File: config.mk
export PLATFORM = sky130hd
export DESIGN_NAME = fcs_flash_host
export DESIGN_NICKNAME = d
export VERILOG_FILES = /design/src/rtl/fcs_pkg.sv /design/src/rtl/fcs_cyc_if.sv /design/src/rtl/fcs_cyc_engine.sv /design/src/rtl/fcs_us_timer.sv /design/src/rtl/fcs_flash_host.sv
export SDC_FILE = /design/constraint.sdc
export NUM_CORES = 1
export LEC_CHECK = 0
export BUFFER_PORTS_ARGS = -buffer_cell sky130_fd_sc_hd__buf_2
export CAP_MARGIN = 20
export CORE_ASPECT_RATIO = 1.2
export CORE_MARGIN = 2
export CORE_UTILIZATION = 30
export CTS_CLUSTER_SIZE = 12
export DETAILED_ROUTE_END_ITERATION = 8
export SLEW_MARGIN = 30
export SYNTH_ARGS = -nofsm -noshare
export SYNTH_HDL_FRONTEND = slang
export SYNTH_SLANG_ARGS = --single-unit
File: constraint.sdc
create_clock -name clk_i -period 2.85 [get_ports clk_i]
set_input_delay 0.1425 -clock clk_i [delete_from_list [all_inputs] [get_ports clk_i]]
set_output_delay 0.1425 -clock clk_i [all_outputs]
set_load 0.005 [all_outputs]
File: src/rtl/fcs_pkg.sv
// Shared constants, types and helpers of the flash command sequencer host
package fcs_pkg;

  // ----------------------------------------------------------------
  // Clock and timing
  // ----------------------------------------------------------------
  localparam int CLK_MHZ = 250;
  localparam int T_WP_NS = 50;
  localparam int T_WPH_NS = 20;
  localparam int T_ACC_NS = 150;
  localparam int T_DF_NS = 35;
  localparam int T_RST_US = 5;

  // Least time in ns to whole clock cycles, never below one
  function automatic int ns_cyc(input int ns);
    int c;
    c = (ns * CLK_MHZ + 999) / 1000;
    return (c < 1) ? 1 : c;
  endfunction

  localparam logic [7:0] T_WP_CYC = 8'(ns_cyc(T_WP_NS));
  localparam logic [7:0] T_WPH_CYC = 8'(ns_cyc(T_WPH_NS));
  localparam logic [7:0] T_ACC_CYC = 8'(ns_cyc(T_ACC_NS));
  localparam logic [7:0] T_DF_CYC = 8'(ns_cyc(T_DF_NS));
  localparam logic [7:0] US_CYC = 8'(CLK_MHZ);
  localparam logic [24:0] T_RST_LEN = 25'(T_RST_US);

  // ----------------------------------------------------------------
  // Device addresses and command bytes
  // ----------------------------------------------------------------
  localparam logic [18:0] ADR_UNLOCK1 = 19'h0_5555;
  localparam logic [18:0] ADR_UNLOCK2 = 19'h0_2AAA;
  localparam logic [7:0] CMD_UNLOCK1 = 8'hAA;
  localparam logic [7:0] CMD_UNLOCK2 = 8'h55;
  localparam logic [7:0] CMD_PROG = 8'hA0;
  localparam logic [7:0] CMD_ERASE_SETUP = 8'h80;
  localparam logic [7:0] CMD_SE_CONF = 8'h30;
  localparam logic [7:0] CMD_BE_CONF = 8'h10;
  localparam logic [7:0] CMD_IDENT = 8'h90;
  localparam logic [7:0] CMD_RESET = 8'hF0;

  // Status bit positions in a byte read while the device is busy
  localparam int POLL_BIT = 7;
  localparam int TOGGLE_BIT = 6;
  localparam int ERR_BIT = 5;
  localparam int ETIMER_BIT = 3;

  // ----------------------------------------------------------------
  // Controller registers
  // ----------------------------------------------------------------
  localparam logic [7:0] REG_CTRL = 8'h00;
  localparam logic [7:0] REG_ADDR = 8'h04;
  localparam logic [7:0] REG_WDATA = 8'h08;
  localparam logic [7:0] REG_STATUS = 8'h0C;
  localparam int ST_BUSY = 0;
  localparam int ST_DONE = 1;
  localparam int ST_FAIL = 2;
  localparam int ST_TMO = 3;
  localparam int ST_RDATA_LSB = 8;

  typedef enum logic [2:0] {
    OP_READ = 3'h0,
    OP_PROG = 3'h1,
    OP_SERASE = 3'h2,
    OP_BERASE = 3'h3,
    OP_RESET = 3'h4,
    OP_IDENT = 3'h5
  } fcs_op_type;

  typedef struct packed {
    logic [18:0] addr;
    logic [7:0] data;
  } fcs_step_type;

  // Index of the last write cycle of each operation
  function automatic logic [2:0] fcs_last(input fcs_op_type op);
    unique case (op)
      OP_PROG: return 3'h3;
      OP_SERASE, OP_BERASE: return 3'h5;
      OP_IDENT: return 3'h2;
      default: return 3'h0;
    endcase
  endfunction

  // Address and data of write cycle idx of an operation
  function automatic fcs_step_type fcs_step(input fcs_op_type op, input logic [2:0] idx,
                                            input logic [18:0] ua, input logic [7:0] ud);
    fcs_step_type s;
    s = '{addr: ADR_UNLOCK1, data: CMD_UNLOCK1};
    case (idx)
      3'h0, 3'h3: s = '{addr: ADR_UNLOCK1, data: CMD_UNLOCK1};
      3'h1, 3'h4: s = '{addr: ADR_UNLOCK2, data: CMD_UNLOCK2};
      3'h2: s.data = (op == OP_PROG) ? CMD_PROG : (op == OP_IDENT) ? CMD_IDENT : CMD_ERASE_SETUP;
      3'h5:
        if (op == OP_SERASE)
          s = '{addr: ua, data: CMD_SE_CONF};
      default: s = s;
    endcase
    if (op == OP_PROG && idx == 3'h3)
      s = '{addr: ua, data: ud};
    if (op == OP_BERASE && idx == 3'h5)
      s = '{addr: ADR_UNLOCK1, data: CMD_BE_CONF};
    if (op == OP_RESET)
      s = '{addr: ADR_UNLOCK1, data: CMD_RESET};
    return s;
  endfunction

  // Byte-lane merge for 32-bit register writes
  function automatic logic [31:0] wmerge(input logic [31:0] old, input logic [31:0] nw,
                                         input logic [3:0] sel);
    logic [31:0] r;
    r = old;
    for (int i = 0; i < 4; i++)
      if (sel[i])
        r[i*8 +: 8] = nw[i*8 +: 8];
    return r;
  endfunction

endpackage

File: src/rtl/fcs_cyc_if.sv
// Carrier between the sequencer and the flash bus cycle engine
`timescale 1ns/1ps
interface fcs_cyc_if;
  logic req;
  logic we;
  logic done;
  logic [18:0] addr;
  logic [7:0] wdata;
  logic [7:0] rdata;
  logic [18:0] pin_addr;
  logic [7:0] pin_dq_o;
  logic [7:0] pin_dq_i;
  logic pin_dq_oe;
  logic pin_ce_n;
  logic pin_oe_n;
  logic pin_we_n;

  modport ctl (
    output req, we, addr, wdata, pin_dq_i,
    input done, rdata, pin_addr, pin_dq_o, pin_dq_oe, pin_ce_n, pin_oe_n, pin_we_n
  );
  modport eng (
    input req, we, addr, wdata, pin_dq_i,
    output done, rdata, pin_addr, pin_dq_o, pin_dq_oe, pin_ce_n, pin_oe_n, pin_we_n
  );
endinterface

File: src/rtl/fcs_cyc_engine.sv
// One flash bus cycle, write or read, with pin timing
`timescale 1ns/1ps
module fcs_cyc_engine
  import fcs_pkg::*;
(
  // Clock and reset
  input wire logic clk_i,
  input wire logic rst_i,
  // Sequencer side and pins
  fcs_cyc_if.eng cif
);

  typedef enum logic [2:0] {E_IDLE, E_SETUP, E_PULSE, E_HOLD, E_DONE} fcs_eng_type;

  fcs_eng_type st_q, st_d;
  logic [7:0] cnt_q, cnt_d;
  logic wr_q, wr_d;
  logic [18:0] addr_q, addr_d;
  logic [7:0] dq_q, dq_d;
  logic [7:0] rd_q, rd_d;
  logic dq_oe_q, dq_oe_d;
  logic ce_n_q, ce_n_d;
  logic oe_n_q, oe_n_d;
  logic we_n_q, we_n_d;
  logic done_q, done_d;

  // ----------------------------------------------------------------
  // Next state
  // ----------------------------------------------------------------
  always_comb
  begin
    st_d = st_q;
    cnt_d = cnt_q;
    wr_d = wr_q;
    addr_d = addr_q;
    dq_d = dq_q;
    rd_d = rd_q;
    dq_oe_d = dq_oe_q;
    ce_n_d = ce_n_q;
    oe_n_d = oe_n_q;
    we_n_d = we_n_q;
    done_d = 1'b0;
    unique case (st_q)
      E_IDLE:
        if (cif.req)
        begin
          // Address settles a cycle before the strobe falls
          st_d = E_SETUP;
          wr_d = cif.we;
          addr_d = cif.addr;
          dq_d = cif.wdata;
          dq_oe_d = cif.we;
          ce_n_d = 1'b0;
        end
      E_SETUP:
      begin
        st_d = E_PULSE;
        cnt_d = (wr_q ? T_WP_CYC : T_ACC_CYC) - 8'h01;
        we_n_d = ~wr_q;
        oe_n_d = wr_q;
      end
      E_PULSE:
        if (cnt_q == 8'h00)
        begin
          if (!wr_q)
            rd_d = cif.pin_dq_i;
          // Data keeps driving past the rising strobe edge
          we_n_d = 1'b1;
          oe_n_d = 1'b1;
          cnt_d = (wr_q ? T_WPH_CYC : T_DF_CYC) - 8'h01;
          st_d = E_HOLD;
        end
        else
          cnt_d = cnt_q - 8'h01;
      E_HOLD:
        if (cnt_q == 8'h00)
        begin
          ce_n_d = 1'b1;
          dq_oe_d = 1'b0;
          done_d = 1'b1;
          st_d = E_DONE;
        end
        else
          cnt_d = cnt_q - 8'h01;
      E_DONE:
        st_d = E_IDLE;
    endcase
  end

  // ----------------------------------------------------------------
  // Registers
  // ----------------------------------------------------------------
  always_ff @(posedge clk_i)
  begin
    if (rst_i)
    begin
      st_q <= E_IDLE;
      cnt_q <= 8'h00;
      wr_q <= 1'b0;
      addr_q <= 19'h0_0000;
      dq_q <= 8'h00;
      rd_q <= 8'h00;
      dq_oe_q <= 1'b0;
      ce_n_q <= 1'b1;
      oe_n_q <= 1'b1;
      we_n_q <= 1'b1;
      done_q <= 1'b0;
    end
    else
    begin
      st_q <= st_d;
      cnt_q <= cnt_d;
      wr_q <= wr_d;
      addr_q <= addr_d;
      dq_q <= dq_d;
      rd_q <= rd_d;
      dq_oe_q <= dq_oe_d;
      ce_n_q <= ce_n_d;
      oe_n_q <= oe_n_d;
      we_n_q <= we_n_d;
      done_q <= done_d;
    end
  end

  assign cif.done = done_q;
  assign cif.rdata = rd_q;
  assign cif.pin_addr = addr_q;
  assign cif.pin_dq_o = dq_q;
  assign cif.pin_dq_oe = dq_oe_q;
  assign cif.pin_ce_n = ce_n_q;
  assign cif.pin_oe_n = oe_n_q;
  assign cif.pin_we_n = we_n_q;

endmodule // fcs_cyc_engine

File: src/rtl/fcs_us_timer.sv
// Microsecond down-counter with its own one-microsecond divider
`timescale 1ns/1ps
module fcs_us_timer
  import fcs_pkg::*;
(
  // Clock and reset
  input wire logic clk_i,
  input wire logic rst_i,
  // Control
  input wire logic start_i,
  input wire logic [24:0] len_i,
  output logic expired_o
);

  logic [7:0] div_q, div_d;
  logic [24:0] cnt_q, cnt_d;

  always_comb
  begin
    div_d = div_q;
    cnt_d = cnt_q;
    if (start_i)
    begin
      div_d = US_CYC - 8'h01;
      cnt_d = len_i;
    end
    else if (cnt_q != 25'h000_0000)
    begin
      if (div_q == 8'h00)
      begin
        div_d = US_CYC - 8'h01;
        cnt_d = cnt_q - 25'h000_0001;
      end
      else
        div_d = div_q - 8'h01;
    end
  end

  always_ff @(posedge clk_i)
  begin
    if (rst_i)
    begin
      div_q <= 8'h00;
      cnt_q <= 25'h000_0000;
    end
    else
    begin
      div_q <= div_d;
      cnt_q <= cnt_d;
    end
  end

  assign expired_o = (cnt_q == 25'h000_0000);

endmodule // fcs_us_timer

File: src/rtl/fcs_flash_host.sv
// Flash command sequencer host: Wishbone registers to flash pin sequences
`timescale 1ns/1ps
module fcs_flash_host
  import fcs_pkg::*;
#(
  parameter logic [24:0] POLL_LIMIT_US = 25'h1C9_C380
)
(
  // Clock and reset
  input wire logic clk_i,
  input wire logic rst_i,
  // Wishbone slave
  input wire logic wb_cyc_i,
  input wire logic wb_stb_i,
  input wire logic wb_we_i,
  input wire logic [7:0] wb_adr_i,
  input wire logic [3:0] wb_sel_i,
  input wire logic [31:0] wb_dat_i,
  output logic [31:0] wb_dat_o,
  output logic wb_ack_o,
  // Flash pins
  output logic [18:0] flash_addr_o,
  output logic [7:0] flash_dq_o,
  output logic flash_dq_oe_o,
  input wire logic [7:0] flash_dq_i,
  output logic flash_ce_n_o,
  output logic flash_oe_n_o,
  output logic flash_we_n_o
);

  typedef enum logic [2:0] {
    S_IDLE, S_WRITE, S_READ, S_POLL_A, S_POLL_B, S_FINAL, S_RST_CMD, S_RST_WAIT
  } fcs_state_type;

  fcs_cyc_if cif ();

  fcs_state_type st_q, st_d;
  fcs_op_type op_q, op_d;
  logic [2:0] idx_q, idx_d;
  logic [18:0] adr_q, adr_d;
  logic [7:0] wdat_q, wdat_d;
  logic [7:0] rdat_q, rdat_d;
  logic [7:0] prev_q, prev_d;
  logic chk_q, chk_d;
  logic done_q, done_d;
  logic fail_q, fail_d;
  logic tmo_q, tmo_d;
  logic ack_q, ack_d;
  logic [31:0] dat_q, dat_d;
  logic tmr_start;
  logic [24:0] tmr_len;
  logic tmr_exp;
  logic acc;
  logic [31:0] wm;
  logic [31:0] wm_adr;
  logic [31:0] wm_wd;
  logic [7:0] diff;
  fcs_step_type step;

  // ----------------------------------------------------------------
  // Leaf blocks
  // ----------------------------------------------------------------
  fcs_cyc_engine u_eng (
    .clk_i (clk_i),
    .rst_i (rst_i),
    .cif (cif)
  );

  fcs_us_timer u_tmr (
    .clk_i (clk_i),
    .rst_i (rst_i),
    .start_i (tmr_start),
    .len_i (tmr_len),
    .expired_o (tmr_exp)
  );

  // ----------------------------------------------------------------
  // Cycle requests
  // ----------------------------------------------------------------
  assign step = fcs_step(op_q, idx_q, adr_q, wdat_q);
  assign cif.req = (st_q != S_IDLE) && (st_q != S_RST_WAIT);
  assign cif.we = (st_q == S_WRITE) || (st_q == S_RST_CMD);
  // Reads always target the user address: the polled byte or erased sector
  assign cif.addr = (st_q == S_WRITE) ? step.addr :
                    (st_q == S_RST_CMD) ? ADR_UNLOCK1 : adr_q;
  assign cif.wdata = (st_q == S_RST_CMD) ? CMD_RESET : step.data;
  assign cif.pin_dq_i = flash_dq_i;

  // Only the toggle bit decides; reserved bits never enter the compare
  assign diff = (prev_q ^ cif.rdata) & (8'h01 << TOGGLE_BIT);

  // ----------------------------------------------------------------
  // Sequencer and register file next state
  // ----------------------------------------------------------------
  always_comb
  begin
    st_d = st_q;
    op_d = op_q;
    idx_d = idx_q;
    adr_d = adr_q;
    wdat_d = wdat_q;
    rdat_d = rdat_q;
    prev_d = prev_q;
    chk_d = chk_q;
    done_d = done_q;
    fail_d = fail_q;
    tmo_d = tmo_q;
    tmr_start = 1'b0;
    tmr_len = POLL_LIMIT_US;
    acc = wb_cyc_i && wb_stb_i && !ack_q;
    ack_d = acc;
    dat_d = dat_q;
    wm = wmerge(32'h0000_0000, wb_dat_i, wb_sel_i);
    wm_adr = wmerge({13'h0000, adr_q}, wb_dat_i, wb_sel_i);
    wm_wd = wmerge({24'h00_0000, wdat_q}, wb_dat_i, wb_sel_i);

    // Register access
    if (acc)
    begin
      dat_d = 32'h0000_0000;
      unique case (wb_adr_i)
        REG_CTRL: dat_d[2:0] = op_q;
        REG_ADDR: dat_d[18:0] = adr_q;
        REG_WDATA: dat_d[7:0] = wdat_q;
        REG_STATUS:
        begin
          dat_d[ST_BUSY] = (st_q != S_IDLE);
          dat_d[ST_DONE] = done_q;
          dat_d[ST_FAIL] = fail_q;
          dat_d[ST_TMO] = tmo_q;
          dat_d[ST_RDATA_LSB +: 8] = rdat_q;
        end
        default: dat_d = 32'h0000_0000;
      endcase
    end
    if (acc && wb_we_i && st_q == S_IDLE)
    begin
      if (wb_adr_i == REG_ADDR)
        adr_d = wm_adr[18:0];
      if (wb_adr_i == REG_WDATA)
        wdat_d = wm_wd[7:0];
      // Unknown op codes are dropped so no stray command reaches the flash
      if (wb_adr_i == REG_CTRL && wb_sel_i[0] && wm[2:0] <= OP_IDENT)
      begin
        op_d = fcs_op_type'(wm[2:0]);
        idx_d = 3'h0;
        chk_d = 1'b0;
        done_d = 1'b0;
        fail_d = 1'b0;
        tmo_d = 1'b0;
        st_d = (op_d == OP_READ) ? S_READ : S_WRITE;
      end
    end

    // Sequencer
    unique case (st_q)
      S_IDLE: ;
      S_WRITE:
        if (cif.done)
        begin
          if (idx_q == fcs_last(op_q))
          begin
            tmr_start = (op_q != OP_IDENT);
            unique case (op_q)
              OP_RESET:
              begin
                tmr_len = T_RST_LEN;
                st_d = S_RST_WAIT;
              end
              OP_IDENT: st_d = S_READ;
              // Status is valid only once the last write has ended
              default: st_d = S_POLL_A;
            endcase
          end
          else
            idx_d = idx_q + 3'h1;
        end
      S_READ:
        if (cif.done)
        begin
          rdat_d = cif.rdata;
          if (op_q == OP_IDENT)
            st_d = S_RST_CMD;
          else
          begin
            done_d = 1'b1;
            st_d = S_IDLE;
          end
        end
      S_POLL_A:
        if (cif.done)
        begin
          prev_d = cif.rdata;
          rdat_d = cif.rdata;
          st_d = S_POLL_B;
        end
      S_POLL_B:
        if (cif.done)
        begin
          rdat_d = cif.rdata;
          if (diff == 8'h00)
            st_d = S_FINAL;
          else if (tmr_exp)
          begin
            tmo_d = 1'b1;
            st_d = S_RST_CMD;
          end
          else if (cif.rdata[ERR_BIT])
          begin
            // Error bit may rise just as the job ends, so check once more
            fail_d = chk_q;
            chk_d = 1'b1;
            st_d = chk_q ? S_RST_CMD : S_POLL_A;
          end
          else
          begin
            chk_d = 1'b0;
            st_d = S_POLL_A;
          end
        end
      S_FINAL:
        if (cif.done)
        begin
          rdat_d = cif.rdata;
          done_d = 1'b1;
          st_d = S_IDLE;
        end
      S_RST_CMD:
        if (cif.done)
        begin
          tmr_start = 1'b1;
          tmr_len = T_RST_LEN;
          st_d = S_RST_WAIT;
        end
      S_RST_WAIT:
        if (tmr_exp)
        begin
          done_d = 1'b1;
          st_d = S_IDLE;
        end
    endcase
  end

  // ----------------------------------------------------------------
  // Registers
  // ----------------------------------------------------------------
  always_ff @(posedge clk_i)
  begin
    if (rst_i)
    begin
      st_q <= S_IDLE;
      op_q <= OP_READ;
      idx_q <= 3'h0;
      adr_q <= 19'h0_0000;
      wdat_q <= 8'h00;
      rdat_q <= 8'h00;
      prev_q <= 8'h00;
      chk_q <= 1'b0;
      done_q <= 1'b0;
      fail_q <= 1'b0;
      tmo_q <= 1'b0;
      ack_q <= 1'b0;
      dat_q <= 32'h0000_0000;
    end
    else
    begin
      st_q <= st_d;
      op_q <= op_d;
      idx_q <= idx_d;
      adr_q <= adr_d;
      wdat_q <= wdat_d;
      rdat_q <= rdat_d;
      prev_q <= prev_d;
      chk_q <= chk_d;
      done_q <= done_d;
      fail_q <= fail_d;
      tmo_q <= tmo_d;
      ack_q <= ack_d;
      dat_q <= dat_d;
    end
  end

  // ----------------------------------------------------------------
  // Outputs, all from flip-flops here or in the cycle engine
  // ----------------------------------------------------------------
  assign wb_ack_o = ack_q;
  assign wb_dat_o = dat_q;
  assign flash_addr_o = cif.pin_addr;
  assign flash_dq_o = cif.pin_dq_o;
  assign flash_dq_oe_o = cif.pin_dq_oe;
  assign flash_ce_n_o = cif.pin_ce_n;
  assign flash_oe_n_o = cif.pin_oe_n;
  assign flash_we_n_o = cif.pin_we_n;

endmodule // fcs_flash_host

==> flow_summary.ini <==
[outcome]
status = completed

[worst_setup_path]
end_kind = flop
reg2reg_depth = 8
crit_buf_inv = 2
criticalPathCategory = flop to flop
critPathMaxFanout = 19
path_cells = or3_1, or4_4, or4_1, buf_4, nand2_8, buf_4, a21oi_1, mux2i_1
critPathRequiredTime_ps = 3160
cp-start-kind = flop
crit_arrival_ps = 2950
cpPeakStageDelay_ps = 530
crit_slowest_cell = or4_4
crit_cells = 8
cp_top_family = simple AND/OR/NAND/NOR gates
crit_top_cell = buf_4

[final_layout]
final_core_util_pct = 37.33
drive_gt1_share_pct = 18.44
seqCellArea_mm2 = 0.003083
multiInputGateArea_mm2 = 0.003969
nets = 1055
area_delta_synth_final_pct = 23.44
num_antenna_cells = 0
n_fill_cell = 2481

[floorplan]
core_area_mm2 = 0.02451
start_util_pct = 30.24
die_h_um = 176.2
boundaryPins = 121
rows = 63
chipWidth_um = 147.5
die_area_mm2 = 0.02599

[power]
p_leak_uw = 0.003641
powerDensity_mw_per_mm2 = 809.3
ir_worst_vdd_v = 0.0005588

[logic_synthesis]
yosysWarnings = 0
synthTopCellsByArea = dfxtp_1 (42%), mux2i_1 (5.5%), nor2_1 (5.0%)
synthCells = 877
yosys_register_bits = 154
yosysTopAreaCell = dfxtp_1
synth-edff-count = 0
synthFlopType = dfxtp_1
synth_cell_types = 73
syn_area_mm2 = 0.007413
yosysSeqAreaShare_pct = 41.59
async_reset_ff_share_pct = 0
synth_top_area_share_pct = 41.59
avgSynthCellArea_um2 = 8.453

[cts]
cts_buffers = 17
cts_tree = built
clk_pin_slew_worst_paths_ps = 60
worstSkewPairLatency_ps = 430
clockBufferDepth = 2
clock_sinks = 154
h-tree-depth = 4
post_cts_buffers = 0
cts_root_buf = clkbuf_16

[timing]
max_freq_mhz = 378.6
hold_slack_ps = 21.76
relSlewSlack_pct = 40.54
hold_viol_final = 0
min_period_ps = 2642
setup_viol = 0
final.setup.tns_ps = 0
setup_ws_ps = 208.5
maxSlewViolCount = 0
tightest_slew_ps = 891.9
final.setup_skew_ps = 12.48
min_period_over_period_pct = 92.69
grt_setup_unrepaired = no

[detailed_routing]
ant_nets = 0
first_pass_iters = 5
via_per_inst = 5.083
drtIter0Drc = 444
wl_um = 20310
drc = 0
wire_per_inst_um = 15.29
num_vias = 6750

[placement]
dp_hpwl_um = 14370
portBuffers = 93
place_congestion = 0.8473
pre_cts_ws_ps = 170.3

[global_route]
track_usage_pct = 15.72
grt_pass1_vias = 6465
grt_overflow = 0
antenna_found_initial = 0
grt_pass1_wl_um = 33330
grt_max_degree = 63

[job]
cap_viol_max_count = 0

[worst_hold_path]
hold_path.class = input port to flop
min_path_cells = 3
-- cells in the mapped netlist (9+ instances only) --
master,count
mux2i_1,41
a22oi_1,16
xor2_1,11
nor2_1,99
o21ai_0,46
a21oi_1,73
dfxtp_1,154
nor4_1,10
or3_1,15
a211oi_1,13
nor3_1,16
inv_1,16
nand2b_1,11
clkbuf_1,49
nand3_1,34
o22ai_1,9
nand2_1,88
buf_4,13
-- sequential cells by signal, indices dropped and copies added, names as in the netlist, 3 cells and up --
| name | count |
|---|---|
| u_tmr.cnt_q | 25 |
| adr_q | 19 |
| u_eng.cif.pin_addr | 19 |
| wb_dat_o | 19 |
| rdat_q | 8 |
| u_eng.cif.pin_dq_o | 8 |
| u_eng.cif.rdata | 8 |
| u_eng.cnt_q | 8 |
| u_tmr.div_q | 8 |
| wdat_q | 8 |
| idx_q | 3 |
| op_q | 3 |
| st_q | 3 |
| u_eng.st_q | 3 |
-- per-layer routing --
metal	up-vias	track usage (%)	routed length, µm
met5	-	0	0
met4	0	5.889	387
met3	23	3.747	814
met2	142	26.72	10120
met1	3200	19.30	8984
li1	3385	-	-
-- where the power goes --
group          switching, µW  leakage, µW  internal, µW  total (µW)
Sequential               154      0.00124          2320        2480
Combinational           1430      0.00209          1000        2440
Clock                    977     0.000309          1510        2490
-- area by class of cell --
cell class                 count  area share, %
clock buffer                  18          4.799
clock inverter                14          2.270
inverter                      16         0.6563
multi-input combinational    647          43.37
sequential                   154          33.69
tap                          325          4.444
timing repair buffer         154          10.77
-- logic make-up after synthesis --
family                   Yosys count  share of synthesized area [%]
adder cells (fa/ha/maj)            8                          1.350
flip-flops                       154                          41.59
AO/OA/AOI/OAI                    223                          19.56
buffers and inverters             88                          5.603
AND/OR/NAND/NOR                  339                          22.97
other                              1                        0.05058
XOR/XNOR                          18                          2.127
multiplexers                      46                          6.751
-- worst register-to-register path, stage by stage (launching register included) --
cell,delay [ps]
dfxtp_1,340
or3_1,470
or4_4,530
or4_1,420
buf_4,230
nand2_8,150
buf_4,180
a21oi_1,90
mux2i_1,130
-- placed cells by master (no fill, tap or decap), types with 13 or more instances in the layout --
master	synthesis	final
buf_4	13	38
buf_2	5	92
nor2_1	99	99
mux2i_1	41	41
inv_1	16	16
nor3_1	16	16
a22oi_1	16	16
or3_1	15	15
dfxtp_1	154	154
dlygate4sd3_1	0	24
conb_1	1	13
a211oi_1	13	13
nand3_1	34	34
nand2_1	88	88
clkbuf_16	0	17
o21ai_0	46	46
a21oi_1	73	73
-- timing repair --
| action | 4_1_cts | 5_1_grt |
|---|---|---|
| gates resized for setup | 0 | 1 |
| hold endpoints to repair | 29 | 0 |
| endpoints found under the setup margin | 0 | 3 |
| hold buffers | 24 | 0 |
-- stage by stage --
| step | total power [µW] | cell area (µm²) | cells |
|---|---|---|---|
| after floorplan | 4337 | 7458 | 889 |
| after global placement | 4868 | 8255 | 1272 |
| after detailed placement | 4888 | 8255 | 1272 |
| after CTS | 7412 | 9143 | 1328 |
| after global routing | 8253 | 9151 | 1328 |
| final | 7406 | 9151 | 1328 |
-- final timing paths --
path | startpoint | slack (ps) | to
min reg2reg | u_eng.cif.pin_dq_o[3] | 450 | u_eng.cif.pin_dq_o[3]
max reg2reg | u_tmr.cnt_q[3] | 210 | u_tmr.cnt_q[17]
min | flash_dq_i[6] | 20 | u_eng.cif.rdata[6]
max | u_tmr.cnt_q[3] | 210 | u_tmr.cnt_q[17]
No activity file was read; power rests on OpenSTA's default activity.
